**config.mk**
```make
export PLATFORM = sky130hd
export DESIGN_NAME = sipc_power_ctrl
export DESIGN_NICKNAME = d
export VERILOG_FILES = /design/src/design/sipc_pkg.sv /design/src/design/sipc_power_ctrl.sv /design/src/design/sipc_wake_detect.sv
export SDC_FILE = /design/constraint.sdc
export NUM_CORES = 1
export LEC_CHECK = 0
export BUFFER_PORTS_ARGS = -buffer_cell sky130_fd_sc_hd__buf_2
export CORE_MARGIN = 2
export CORE_UTILIZATION = 37
export DETAILED_ROUTE_END_ITERATION = 10
export GPL_ROUTABILITY_DRIVEN = 0
export PLACE_DENSITY = 0.72
export SLEW_MARGIN = 10
export SYNTH_ARGS = -nofsm -noshare
export SYNTH_HDL_FRONTEND = slang
export SYNTH_SLANG_ARGS = --single-unit
```
**constraint.sdc**
```tcl
create_clock -name core_clk -period 1.44 [get_ports core_clk]
set_clock_uncertainty 0.05 [all_clocks]
set_input_delay 0.288 -clock core_clk [delete_from_list [all_inputs] [get_ports core_clk]]
set_output_delay 0.288 -clock core_clk [all_outputs]
set_load 0.02 [all_outputs]
```
**src/design/sipc_pkg.sv**
```systemverilog
// constants shared by the sleep and idle power controller
package sipc_pkg;
    // power-save instruction operand: bit set selects full stop
    localparam logic MODE_FULL_STOP = 1'b1;
    localparam logic MODE_CORE_HALT = 1'b0;
    // new-oscillator select field inside the oscillator control register
    localparam int OSC_SEL_MSB = 10;
    localparam int OSC_SEL_LSB = 8;
    localparam int OSC_SEL_WIDTH = 3;
    localparam int OSC_CTRL_WIDTH = 16;
    localparam logic [2:0] OSC_SEL_RESET = 3'h0;
    // clocks counted by the settle counter after a wake; the core clock returns without waiting for it
    localparam int WAKE_SETTLE_CYCLES = 4;
    typedef enum logic [1:0] {ST_RUN, ST_CLEAR_WD, ST_STOP, ST_HALT} sipc_state_type;
endpackage

```
**src/design/sipc_power_ctrl.sv**
```systemverilog
// sleep and idle power controller top level
// Function
// low power is entered only when the core issues the power-save instruction, operand picks the mode.
// full stop gates the system clock and halts all execution.
// core halt stops the cpu clock while peripherals keep their clock.
// either mode ends on an enabled interrupt, watchdog time-out or any reset.
// entering full stop shuts the clock source and turns off an on-chip oscillator.
// the low power rc clock runs through full stop while the watchdog is enabled.
// an enabled watchdog is cleared before full stop is entered.
// the fail-safe clock monitor is off throughout full stop.
// peripherals on the system clock are disabled in full stop.
// change detection and externally clocked peripherals stay able to wake the part.
// after full stop the same clock source resumes.
// an unlocked write of the new-oscillator select field requests a clock switch; the block accepts it only in run.
// a one-bit mode request is held until a wake condition occurs.
`timescale 1ns/1ps
module sipc_power_ctrl #(
    parameter int SETTLE = sipc_pkg::WAKE_SETTLE_CYCLES
) (
    input wire logic core_clk,
    input wire logic rst,
    input wire logic powerSaveInstruction,
    input wire logic powerSaveMode,
    input wire logic irqPending,
    input wire logic watchdogEnable,
    input wire logic watchdogTimeout,
    input wire logic deviceResetEvent,
    input wire logic onChipOscSelected,
    input wire logic clockConfigLocked,
    input wire logic oscCtrlWrite,
    input wire logic [15:0] oscCtrlWdata,
    output logic cpuClkEn_r,
    output logic periphClkEn_r,
    output logic sysClkEn_r,
    output logic onChipOscEn_r,
    output logic lowPowerRcClockEn_r,
    output logic watchdogClear_r,
    output logic failSafeMonEn_r,
    output logic wakeSourcesEn_r,
    output logic clockSwitchReq_r,
    output logic [2:0] newOscillatorSelect_r,
    output logic inSleep_r,
    output logic inIdle_r
);
    sipc_pkg::sipc_state_type state_r, state_nxt;
    logic [2:0] savedOscSel_r;
    logic wakeHit, settleDone;

    initial begin
        if (SETTLE < 1) begin
            $error("settle count must be at least one");
        end
        // the select field must sit inside the written control word
        if (sipc_pkg::OSC_SEL_MSB - sipc_pkg::OSC_SEL_LSB + 1 != sipc_pkg::OSC_SEL_WIDTH ||
            sipc_pkg::OSC_SEL_MSB >= sipc_pkg::OSC_CTRL_WIDTH) begin
            $error("oscillator select field does not fit the control word");
        end
    end

    // ****************************************
    // wake detection
    // ****************************************
    // wake inputs only count while a low-power state is held; in run they are ignored
    wire armed = (state_r == sipc_pkg::ST_STOP) || (state_r == sipc_pkg::ST_HALT);

    sipc_wake_detect #(.SETTLE(SETTLE)) wakeDet (
        .core_clk(core_clk),
        .rst(rst),
        .armed(armed),
        .irqPending(irqPending),
        .watchdogTimeout(watchdogTimeout),
        .resetEvent(deviceResetEvent),
        .wakeHit(wakeHit),
        .settleDone(settleDone)
    );

    // ****************************************
    // mode sequencing
    // ****************************************
    wire enterStop = powerSaveInstruction && (powerSaveMode == sipc_pkg::MODE_FULL_STOP);
    wire enterHalt = powerSaveInstruction && (powerSaveMode == sipc_pkg::MODE_CORE_HALT);
    wire oscSelWrite = oscCtrlWrite && !clockConfigLocked;
    wire [2:0] oscSelField = oscCtrlWdata[sipc_pkg::OSC_SEL_MSB:sipc_pkg::OSC_SEL_LSB];

    always_comb begin
        state_nxt = state_r;
        case (state_r)
            sipc_pkg::ST_RUN: begin
                if (enterStop) begin
                    state_nxt = sipc_pkg::ST_CLEAR_WD;
                end else if (enterHalt) begin
                    state_nxt = sipc_pkg::ST_HALT;
                end
            end
            // one prepare cycle lets the watchdog take its clear before the system and peripheral clocks are gated
            sipc_pkg::ST_CLEAR_WD: state_nxt = sipc_pkg::ST_STOP;
            sipc_pkg::ST_STOP, sipc_pkg::ST_HALT: begin
                if (wakeHit) begin
                    state_nxt = sipc_pkg::ST_RUN;
                end
            end
            default: state_nxt = sipc_pkg::ST_RUN;
        endcase
    end

    wire nxtStop = (state_nxt == sipc_pkg::ST_STOP);
    wire nxtHalt = (state_nxt == sipc_pkg::ST_HALT);
    wire nxtClear = (state_nxt == sipc_pkg::ST_CLEAR_WD);
    // core stays gated from the prepare cycle on; no instruction may slip in
    wire nxtCoreOff = nxtStop || nxtHalt || nxtClear;

    always_ff @(posedge core_clk or posedge rst) begin
        if (rst) begin
            state_r <= sipc_pkg::ST_RUN;
        end else begin
            state_r <= state_nxt;
        end
    end

    // ****************************************
    // clock gating outputs
    // ****************************************
    always_ff @(posedge core_clk or posedge rst) begin
        if (rst) begin
            cpuClkEn_r <= 1'b1;
            periphClkEn_r <= 1'b1;
            sysClkEn_r <= 1'b1;
            onChipOscEn_r <= 1'b1;
            lowPowerRcClockEn_r <= 1'b1;
            failSafeMonEn_r <= 1'b1;
            wakeSourcesEn_r <= 1'b1;
            inSleep_r <= 1'b0;
            inIdle_r <= 1'b0;
        end else begin
            cpuClkEn_r <= !nxtCoreOff;
            periphClkEn_r <= !nxtStop;
            sysClkEn_r <= !nxtStop;
            onChipOscEn_r <= !(nxtStop && onChipOscSelected);
            lowPowerRcClockEn_r <= !nxtStop || watchdogEnable;
            failSafeMonEn_r <= !nxtStop;
            wakeSourcesEn_r <= 1'b1;
            inSleep_r <= nxtStop;
            inIdle_r <= nxtHalt;
        end
    end

    // ****************************************
    // watchdog clear and oscillator select
    // ****************************************
    always_ff @(posedge core_clk or posedge rst) begin
        if (rst) begin
            watchdogClear_r <= 1'b0;
            clockSwitchReq_r <= 1'b0;
            newOscillatorSelect_r <= sipc_pkg::OSC_SEL_RESET;
            savedOscSel_r <= sipc_pkg::OSC_SEL_RESET;
        end else begin
            watchdogClear_r <= nxtClear && watchdogEnable;
            clockSwitchReq_r <= oscSelWrite && (state_r == sipc_pkg::ST_RUN);
            if (oscSelWrite && state_r == sipc_pkg::ST_RUN) begin
                newOscillatorSelect_r <= oscSelField;
            end else if (state_r == sipc_pkg::ST_STOP && wakeHit) begin
                newOscillatorSelect_r <= savedOscSel_r;
            end
            // writes are refused outside run, so the restore guards against a later bypass
            if (enterStop && state_r == sipc_pkg::ST_RUN) begin
                savedOscSel_r <= newOscillatorSelect_r;
            end
        end
    end

    // ****************************************
    // checks
    // ****************************************
    stop_gates_all_a: assert property (@(posedge core_clk) disable iff (rst)
        inSleep_r |-> !sysClkEn_r && !periphClkEn_r && !cpuClkEn_r)
        else $error("full stop left a clock running");
    stop_prepared_a: assert property (@(posedge core_clk) disable iff (rst)
        $rose(inSleep_r) |-> !$past(cpuClkEn_r))
        else $error("core ran in the cycle before full stop");
    halt_keeps_periph_a: assert property (@(posedge core_clk) disable iff (rst)
        inIdle_r |-> periphClkEn_r && !cpuClkEn_r)
        else $error("core halt gated the wrong clock");
    idle_sys_on_a: assert property (@(posedge core_clk) disable iff (rst)
        inIdle_r |-> sysClkEn_r && failSafeMonEn_r)
        else $error("core halt stopped the system clock");
    entry_needs_instr_a: assert property (@(posedge core_clk) disable iff (rst)
        $rose(inIdle_r) |-> $past(powerSaveInstruction))
        else $error("low power entered without instruction");
    wake_exits_a: assert property (@(posedge core_clk) disable iff (rst)
        (inSleep_r || inIdle_r) && (irqPending || watchdogTimeout || deviceResetEvent)
        |=> !inSleep_r && !inIdle_r && cpuClkEn_r)
        else $error("wake condition ignored");
    osc_off_stop_a: assert property (@(posedge core_clk) disable iff (rst)
        inSleep_r && $past(onChipOscSelected) |-> !onChipOscEn_r)
        else $error("on-chip oscillator left on in full stop");
    rc_runs_wd_a: assert property (@(posedge core_clk) disable iff (rst)
        $past(watchdogEnable) |-> lowPowerRcClockEn_r)
        else $error("rc clock stopped with watchdog on");
    wd_clear_first_a: assert property (@(posedge core_clk) disable iff (rst)
        $rose(inSleep_r) && $past(watchdogEnable, 2) |-> $past(watchdogClear_r))
        else $error("watchdog not cleared before full stop");
    clear_one_pulse_a: assert property (@(posedge core_clk) disable iff (rst)
        watchdogClear_r |=> !watchdogClear_r)
        else $error("watchdog clear held longer than one cycle");
    fsm_off_stop_a: assert property (@(posedge core_clk) disable iff (rst)
        inSleep_r |-> !failSafeMonEn_r)
        else $error("clock monitor active in full stop");
    wake_src_kept_a: assert property (@(posedge core_clk) disable iff (rst)
        inSleep_r |-> wakeSourcesEn_r)
        else $error("wake sources disabled in full stop");
    osc_resume_a: assert property (@(posedge core_clk) disable iff (rst)
        $fell(inSleep_r) |-> newOscillatorSelect_r == savedOscSel_r)
        else $error("clock source changed across full stop");
    switch_req_a: assert property (@(posedge core_clk) disable iff (rst)
        oscCtrlWrite && clockConfigLocked |=> !clockSwitchReq_r)
        else $error("locked clock configuration switched");
    switch_in_run_a: assert property (@(posedge core_clk) disable iff (rst)
        inSleep_r || inIdle_r |=> !clockSwitchReq_r)
        else $error("clock switch requested in a low-power state");
    hold_mode_a: assert property (@(posedge core_clk) disable iff (rst)
        inIdle_r && !(irqPending || watchdogTimeout || deviceResetEvent) |=> inIdle_r)
        else $error("mode dropped without wake");
    instr_ignored_a: assert property (@(posedge core_clk) disable iff (rst)
        inIdle_r && powerSaveInstruction |=> !inSleep_r && !watchdogClear_r)
        else $error("instruction taken while halted");
endmodule

```
**src/design/sipc_wake_detect.sv**
```systemverilog
// wake condition detector and settle counter
`timescale 1ns/1ps
module sipc_wake_detect #(
    parameter int SETTLE = sipc_pkg::WAKE_SETTLE_CYCLES
) (
    input wire logic core_clk,
    input wire logic rst,
    input wire logic armed,
    input wire logic irqPending,
    input wire logic watchdogTimeout,
    input wire logic resetEvent,
    output logic wakeHit,
    output logic settleDone
);
    localparam int CW = $clog2(SETTLE + 1);
    logic [CW-1:0] settleCnt_r;
    logic settling_r;
    wire anyWake = irqPending | watchdogTimeout | resetEvent;
    assign wakeHit = armed & anyWake;
    assign settleDone = settling_r && (settleCnt_r == CW'(SETTLE - 1));

    initial begin
        if (SETTLE < 1) begin
            $error("settle count must be at least one");
        end
    end

    always_ff @(posedge core_clk or posedge rst) begin
        if (rst) begin
            settling_r <= 1'b0;
            settleCnt_r <= '0;
        end else if (wakeHit) begin
            settling_r <= 1'b1;
            settleCnt_r <= '0;
        end else if (settleDone) begin
            settling_r <= 1'b0;
        end else if (settling_r) begin
            settleCnt_r <= settleCnt_r + CW'(1);
        end
    end
endmodule

```
==> Flow_metrics.wiki, run 1 <==
{| class="wikitable"
! Metric !! Value
|-
| Number of buffers created by CTS || 3
|-
| Buffers inserted during post-CTS setup optimization || 0
|-
| WP data arrival || 1470 ps
|-
| DRT antenna net count || 0
|-
| Synthesized flop and latch total || 16
|-
| Wire length of the first global-routing pass || 1.78 mm
|-
| Residual overflow from global routing || 0
|-
| Number of hold-repair buffers added at the cts stage || 0
|-
| Least-Margin Pin Slew || 542 ps
|-
| Final Critical Period || 1360 ps
|-
| Routed wire length per instance || 9.69 µm
|-
| Final hold violation count || 12
|-
| Total power after layout || roughly 1.7 mW
|-
| TritonCTS Sinks || 16
|-
| Maximum number of buffers from clock root to sink || 2
|-
| Post-layout utilization of the core || 0.504
|-
| Share of cells above drive strength 1 || 0.539
|-
| Hpwl dp || a little over 900 µm
|-
| Clock Root Buffer || clkbuf_4
|-
| Distinct cells, synth || 25
|-
| Failing checks || negative hold slack
|-
| DRT iter0 DRCs || 3
|-
| Relative slew slack || 0.639
|-
| Effective utilization at floorplan || 0.403
|-
| H-tree depth || 1
|-
| Hold crit path type || in -> async
|-
| Die span in x || 47.8 µm
|-
| Area share of the leading cell type in the synthesized netlist || 0.423
|-
| Pin count of the biggest net entering global routing || 17
|-
| Skew-Pair Late Insertion Delay || roughly 280 ps
|-
| Share of synthesized flip-flops with an asynchronous set or reset || 1.00
|-
| Post-cts sizing count || 0
|-
| Multi-input logic area || 245 µm²
|-
| Number of nets produced by synthesis || 88
|-
| DRC viols || 0
|-
| Most instantiated library cell after synthesis || dfrtp_1
|-
| Number of warnings reported in the yosys synthesis log || 0
|-
| Reg-to-reg critical path startpoint || state_r[0]
|-
| Critical path cell sequence || or4b_4 -> nor2_2 -> a31oi_2
|-
| Clock transition at the registers of the reported paths || 90 ps
|-
| Drt via density || between 4 and 5
|-
| Die area || 2290 µm²
|-
| Total buffers and inverters traversed by the critical path || 0
|-
| Number of core rows || 15
|-
| Signed area change from the synthesized netlist to the final layout || 25.2%
|-
| Required @ worst endpoint || 1550 ps
|-
| Start point of the critical path || state_r[0]
|-
| Final worst path period share || 0.945
|-
| TritonCTS clock tree || built
|-
| Post-synth EDFFs || 0
|-
| CP endpoint kind || flop
|-
| Placement-stage worst setup slack || 73.2 ps
|-
| Max Fclk || around 740 MHz
|-
| Largest driver fanout on the critical path || 7
|-
| Die H || approximately 48 µm
|-
| TritonRoute pass-1 iters || 2
|-
| Maximum capacitance violations || 0
|-
| Nets@finish || 117
|-
| Max IR drop VDD || 0.000868 V
|-
| Status || finished with violations
|-
| Total of endpoints with negative setup slack in the final report || 0
|-
| Synthesized instance count || 61
|-
| Flip-flop and latch area || roughly 410 µm²
|-
| Placeable Area || 1760 µm²
|-
| Cell taking the most area after synthesis || dfrtp_1
|-
| Final Hold Slack || -14.3 ps
|-
| Setup slack of the worst register-to-register path || 80 ps
|-
| Antenna diodes || 0
|-
| Combined global-route utilization of all metal layers || 0.116
|-
| Sequential fraction of the synthesis area || 0.570
|-
| Worst path slowest cell || or4b_4
|-
| I/O pin count || roughly 40
|-
| Number of antenna violations at the first check in global routing || 0
|-
| Pins Over Slew Limit || 0
|-
| Routed via count || 504
|-
| Ys flop type || dfrtp_1
|-
| Type of the setup path with the least slack || reg -> reg
|-
| Worst Reg2Reg Path Length in Cells || 3
|-
| Sort of element at the start of the critical path || flop
|-
| Cell types with the largest area share after synthesis || dfrtp_1 42%, dfstp_2 15%, a31oi_2 5.3%
|-
| Leakage power summed over all cells || 0.438 nW
|-
| Delay of the slowest critical-path stage || 610 ps
|-
| Filler Cells Inserted || 189
|-
| Post-detailed-placement cell area || 853 µm²
|-
| Capture instance of the worst register-to-register path || newOscillatorSelect_r[0]
|-
| Total standard cell area after synthesis || 711 µm²
|-
| Power Dens Cells || 1910 nW/µm²
|-
| Final WS setup || 79.5 ps
|-
| Family with the most delay on the worst path || simple AND/OR/NAND/NOR gates
|-
| Number of global-route vias before repair || 452
|-
| Input/output buffers || 26
|-
| Post-Synthesis Mean Instance Area || 11.7 µm²
|-
| Final instance area || 890 µm²
|-
| RSZ-0062 raised after global routing || no
|-
| Final wirelength || between 1 and 1.5 mm
|}
==> sequential cells by signal (all words and copies together), names as in the netlist <==
signal	count
watchdogClear_r	1
cpuClkEn_r	1
newOscillatorSelect_r	3
onChipOscEn_r	1
inSleep_r	1
failSafeMonEn_r	1
savedOscSel_r	3
state_r	2
lowPowerRcClockEn_r	1
inIdle_r	1
clockSwitchReq_r	1
==> layer usage <==
metal  vias up  global-route usage  part of all wire
met4         0              0.0324                 0
met5         -                   0                 0
met2        24               0.192              0.48
li1        255                   -                 -
met1       225               0.135              0.44
met3         0              0.0566             0.083
==> where the power goes <==
part	total [mW]	internal [mW]	switching, mW
registers	0.722	0.636	0.0862
clock network	0.280	0.154	0.127
logic	0.693	0.296	0.398
total	1.70	1.09	0.611
==> cells by family after synthesis <==
group,Yosys count,share of synthesized area
buf+inv,9,0.0845
other cells,1,0.00528
flops,16,0.570
simple gates,22,0.178
compound gates,10,0.114
mux,3,0.0475
==> stage by stage <==
stage               instances  TNS (ps)
finish                    114         0
global route              114         0
CTS                       114         0
detailed placement        110         0
global placement          110         0
floorplan                  61     -18.6
==> cell type report <==
class / instances / share of cell area
sequential: 16 / 0.456
tap: 25 / 0.0352
timing repair buffer: 30 / 0.180
clock buffer: 4 / 0.0408
inverter: 3 / 0.0127
multi-input combinational: 36 / 0.276
==> layout by cell type (no fill, tap or decap), drive strengths merged <==
cell / netlist / routed
a22oi: 1 / 1
a31oi: 3 / 3
and2: 1 / 1
and3: 1 / 1
buf: 5 / 30
clkbuf: 1 / 4
conb: 1 / 1
dfrtp: 12 / 12
dfstp: 4 / 4
inv: 3 / 3
mux2: 3 / 3
nand2: 4 / 4
nand2b: 4 / 4
nand3: 4 / 4
nor2: 4 / 4
nor2b: 1 / 1
nor3: 1 / 1
o21ai: 5 / 5
o31ai: 1 / 1
or3: 1 / 1
or4b: 1 / 1
==> how the worst max path moves through the flow <==
stage                                           to  depth (start not counted)
after floorplan           newOscillatorSelect_r[0]                          5
after global placement    newOscillatorSelect_r[1]                          3
after detailed placement  newOscillatorSelect_r[1]                          3
after CTS                 newOscillatorSelect_r[1]                          3
after global routing      newOscillatorSelect_r[1]                          3
final                     newOscillatorSelect_r[0]                          3
Power figures use the tool's default switching activity.
==> run 2, diff against run 1 <==
- BUFFER_PORTS_ARGS: -buffer_cell sky130_fd_sc_hd__buf_2 -> not set
- CORE_AREA: not set -> 2 2 39 41
- CORE_MARGIN: 2 -> not set
- CORE_UTILIZATION: 37 -> not set
- DIE_AREA: not set -> 0 0 41 43
- DONT_BUFFER_PORTS: not set -> 1
- PLACE_DENSITY: 0.72 -> 0.69
- clock period: 1.44 -> 1.3 ns (I/O delays scaled with it)
==> Flow_metrics.wiki, run 2 (synthesis results as in run 1) <==
{| class="wikitable"
! Metric !! Value
|-
| Status || finished with violations (unchanged)
|-
| Failing checks || negative setup slack (was negative hold slack)
|-
| Type of the setup path with the least slack || reg -> reg (unchanged)
|-
| H-tree depth || 1 (unchanged)
|-
| Post-detailed-placement cell area || 732 µm² (was 853 µm²)
|-
| Sort of element at the start of the critical path || flop (unchanged)
|-
| Leakage power summed over all cells || 0.341 nW (was 0.438 nW)
|-
| Combined global-route utilization of all metal layers || 0.163 (was 0.116)
|-
| WP data arrival || 1500 ps (was 1470 ps)
|-
| Clock transition at the registers of the reported paths || 90 ps (about the same)
|-
| Pins Over Slew Limit || 0 (unchanged)
|-
| Final instance area || 788 µm² (was 890 µm²)
|-
| Hold crit path type || in -> reg (was in -> async)
|-
| Filler Cells Inserted || 123 (was 189)
|-
| Skew-Pair Late Insertion Delay || 280 ps (about the same)
|-
| RSZ-0062 raised after global routing || yes (was no)
|-
| Residual overflow from global routing || 0 (unchanged)
|-
| Maximum capacitance violations || 0 (unchanged)
|-
| CP endpoint kind || flop (unchanged)
|-
| Total of endpoints with negative setup slack in the final report || 3 (was 0)
|-
| TritonCTS Sinks || 16 (unchanged)
|-
| Relative slew slack || 0.615 (was 0.639)
|-
| Antenna diodes || 0 (unchanged)
|-
| Effective utilization at floorplan || 0.514 (was 0.403)
|-
| TritonCTS clock tree || built (unchanged)
|-
| Hpwl dp || 801 µm (was 912 µm)
|-
| Wire length of the first global-routing pass || 1.88 mm (was 1.78 mm)
|-
| Finished Layout Cells || 82 (was 114)
|-
| Share of cells above drive strength 1 || 0.333 (was 0.539)
|-
| Final worst path period share || 1.07 (was 0.945)
|-
| Final WS setup || -85.2 ps (was 79.5 ps)
|-
| Max Fclk || 722 MHz (was 735 MHz)
|-
| DRT antenna net count || 0 (unchanged)
|-
| Max IR drop VDD || 0.00114 V (was 0.000868 V)
|-
| TritonRoute pass-1 iters || 4 (was 2)
|-
| Input/output buffers || 0 (was 26)
|-
| Required @ worst endpoint || 1420 ps (was 1550 ps)
|-
| Final wirelength || 1.07 mm (was 1.11 mm)
|-
| Setup slack of the worst register-to-register path || -90 ps (was 80 ps)
|-
| Largest registers in the final layout || newOscillatorSelect_r x3, savedOscSel_r x3, state_r x2 (unchanged)
|-
| Die span in x || 41 µm (was 47.8 µm)
|-
| Power Dens Cells || 2180 nW/µm² (was 1910 nW/µm²)
|-
| Routed via count || 421 (was 504)
|-
| Number of core rows || 14 (was 15)
|-
| Number of global-route vias before repair || 452 (unchanged)
|-
| Drt via density || 5.13 (was 4.42)
|-
| Dpl cells || 75 (was 110)
|-
| Post-layout utilization of the core || 0.570 (was 0.504)
|-
| Pin count of the biggest net entering global routing || 17 (unchanged)
|-
| Most frequent standard cell in the layout excluding fill and tap cells || dfrtp_1 (was buf_2)
|-
| Routed wire length per instance || 13.0 µm (was 9.69 µm)
|-
| DRT iter0 DRCs || 5 (was 3)
|-
| Number of buffers created by CTS || 3 (unchanged)
|-
| Least-Margin Pin Slew || 577 ps (was 542 ps)
|-
| Final Critical Period || 1390 ps (was 1360 ps)
|-
| Placeable Area || 1380 µm² (was 1760 µm²)
|-
| Signed area change from the synthesized netlist to the final layout || 10.9% (was 25.2%)
|-
| Buffers inserted during post-CTS setup optimization || 0 (unchanged)
|-
| I/O pin count || 41 (unchanged)
|-
| Die area || 1760 µm² (was 2290 µm²)
|-
| Die H || 43 µm (was 47.8 µm)
|-
| Maximum number of buffers from clock root to sink || 2 (unchanged)
|-
| Nets@finish || 94 (was 117)
|-
| Final hold violation count || 0 (was 12)
|-
| DRC viols || 0 (unchanged)
|-
| Post-cts sizing count || 0 (unchanged)
|-
| Clock Root Buffer || clkbuf_4 (unchanged)
|-
| Largest driver fanout on the critical path || 7 (unchanged)
|-
| Number of antenna violations at the first check in global routing || 0 (unchanged)
|-
| Total Neg Setup Slack || -225 ps (was 0 ps)
|}
==> run 2: cell types whose count changed in the layout (fill, tap and decap cells not counted), moves of 3 or more <==
cell and change:
nor2_2 -3, nor2_4 +3, dlygate4sd3_1 +3, buf_2 -26
==> run 2: through the flow <==
step / worst slack [ps] / power, mW / hold WS, ps
2_1_floorplan: -99.2 / 1.40 / 121
3_3_place_gp: -72.2 / 1.46 / 186
3_5_place_dp: -80.3 / 1.47 / 187
4_1_cts: -80.9 / 1.74 / 37.3
5_1_grt: -141 / 1.87 / 24.2
6_report: -85.2 / 1.72 / 46.6
==> run 2: worst paths after layout <==
path,from,end,cells past startpoint
setup / recovery,state_r[0],newOscillatorSelect_r[1],3
hold / removal,watchdogEnable,lowPowerRcClockEn_r,1
setup reg to reg,state_r[0],newOscillatorSelect_r[1],3
hold reg to reg,savedOscSel_r[1],savedOscSel_r[1],1
max in group asynchronous,rst,state_r[0],2
min in group asynchronous,rst,newOscillatorSelect_r[2],2
==> run 2: worst max-delay path, cell delays in order (launching register included) <==
cell and delay (ps):
dfrtp_1 420, or4b_4 640, nor2_4 140, a31oi_2 40
==> run 2: repair_timing <==
item | CTS | global route
pin swaps | 0 | 1
hold buffers | 3 | 0
setup endpoints to repair | 6 | 9
endpoints found under the hold margin | 14 | 0
==> run 2: final cells by class <==
type / count / area, µm² / area share
clock buffer: 4 / 26.3 / 0.0333
timing repair buffer: 7 / 60.1 / 0.0762
multi-input combinational: 36 / 265 / 0.337
tap: 16 / 20.0 / 0.0254
sequential: 16 / 405 / 0.514
inverter: 3 / 11.3 / 0.0143
==> run 2: layer usage <==
metal  track usage  wire length [µm]  vias up  part of all wire
li1              -                 -      210                 -
met1         0.205               440      192              0.41
met2         0.225               511       17              0.48
met3        0.0471               108        2              0.10
met4         0.120                 9        0            0.0084
met5             0                 0        -                 0
==> run 2: where the power goes <==
| part | switching [mW] | internal, mW |
|---|---|---|
| clock network | 0.140 | 0.119 |
| logic | 0.232 | 0.240 |
| registers | 0.280 | 0.710 |
| total | 0.652 | 1.07 |
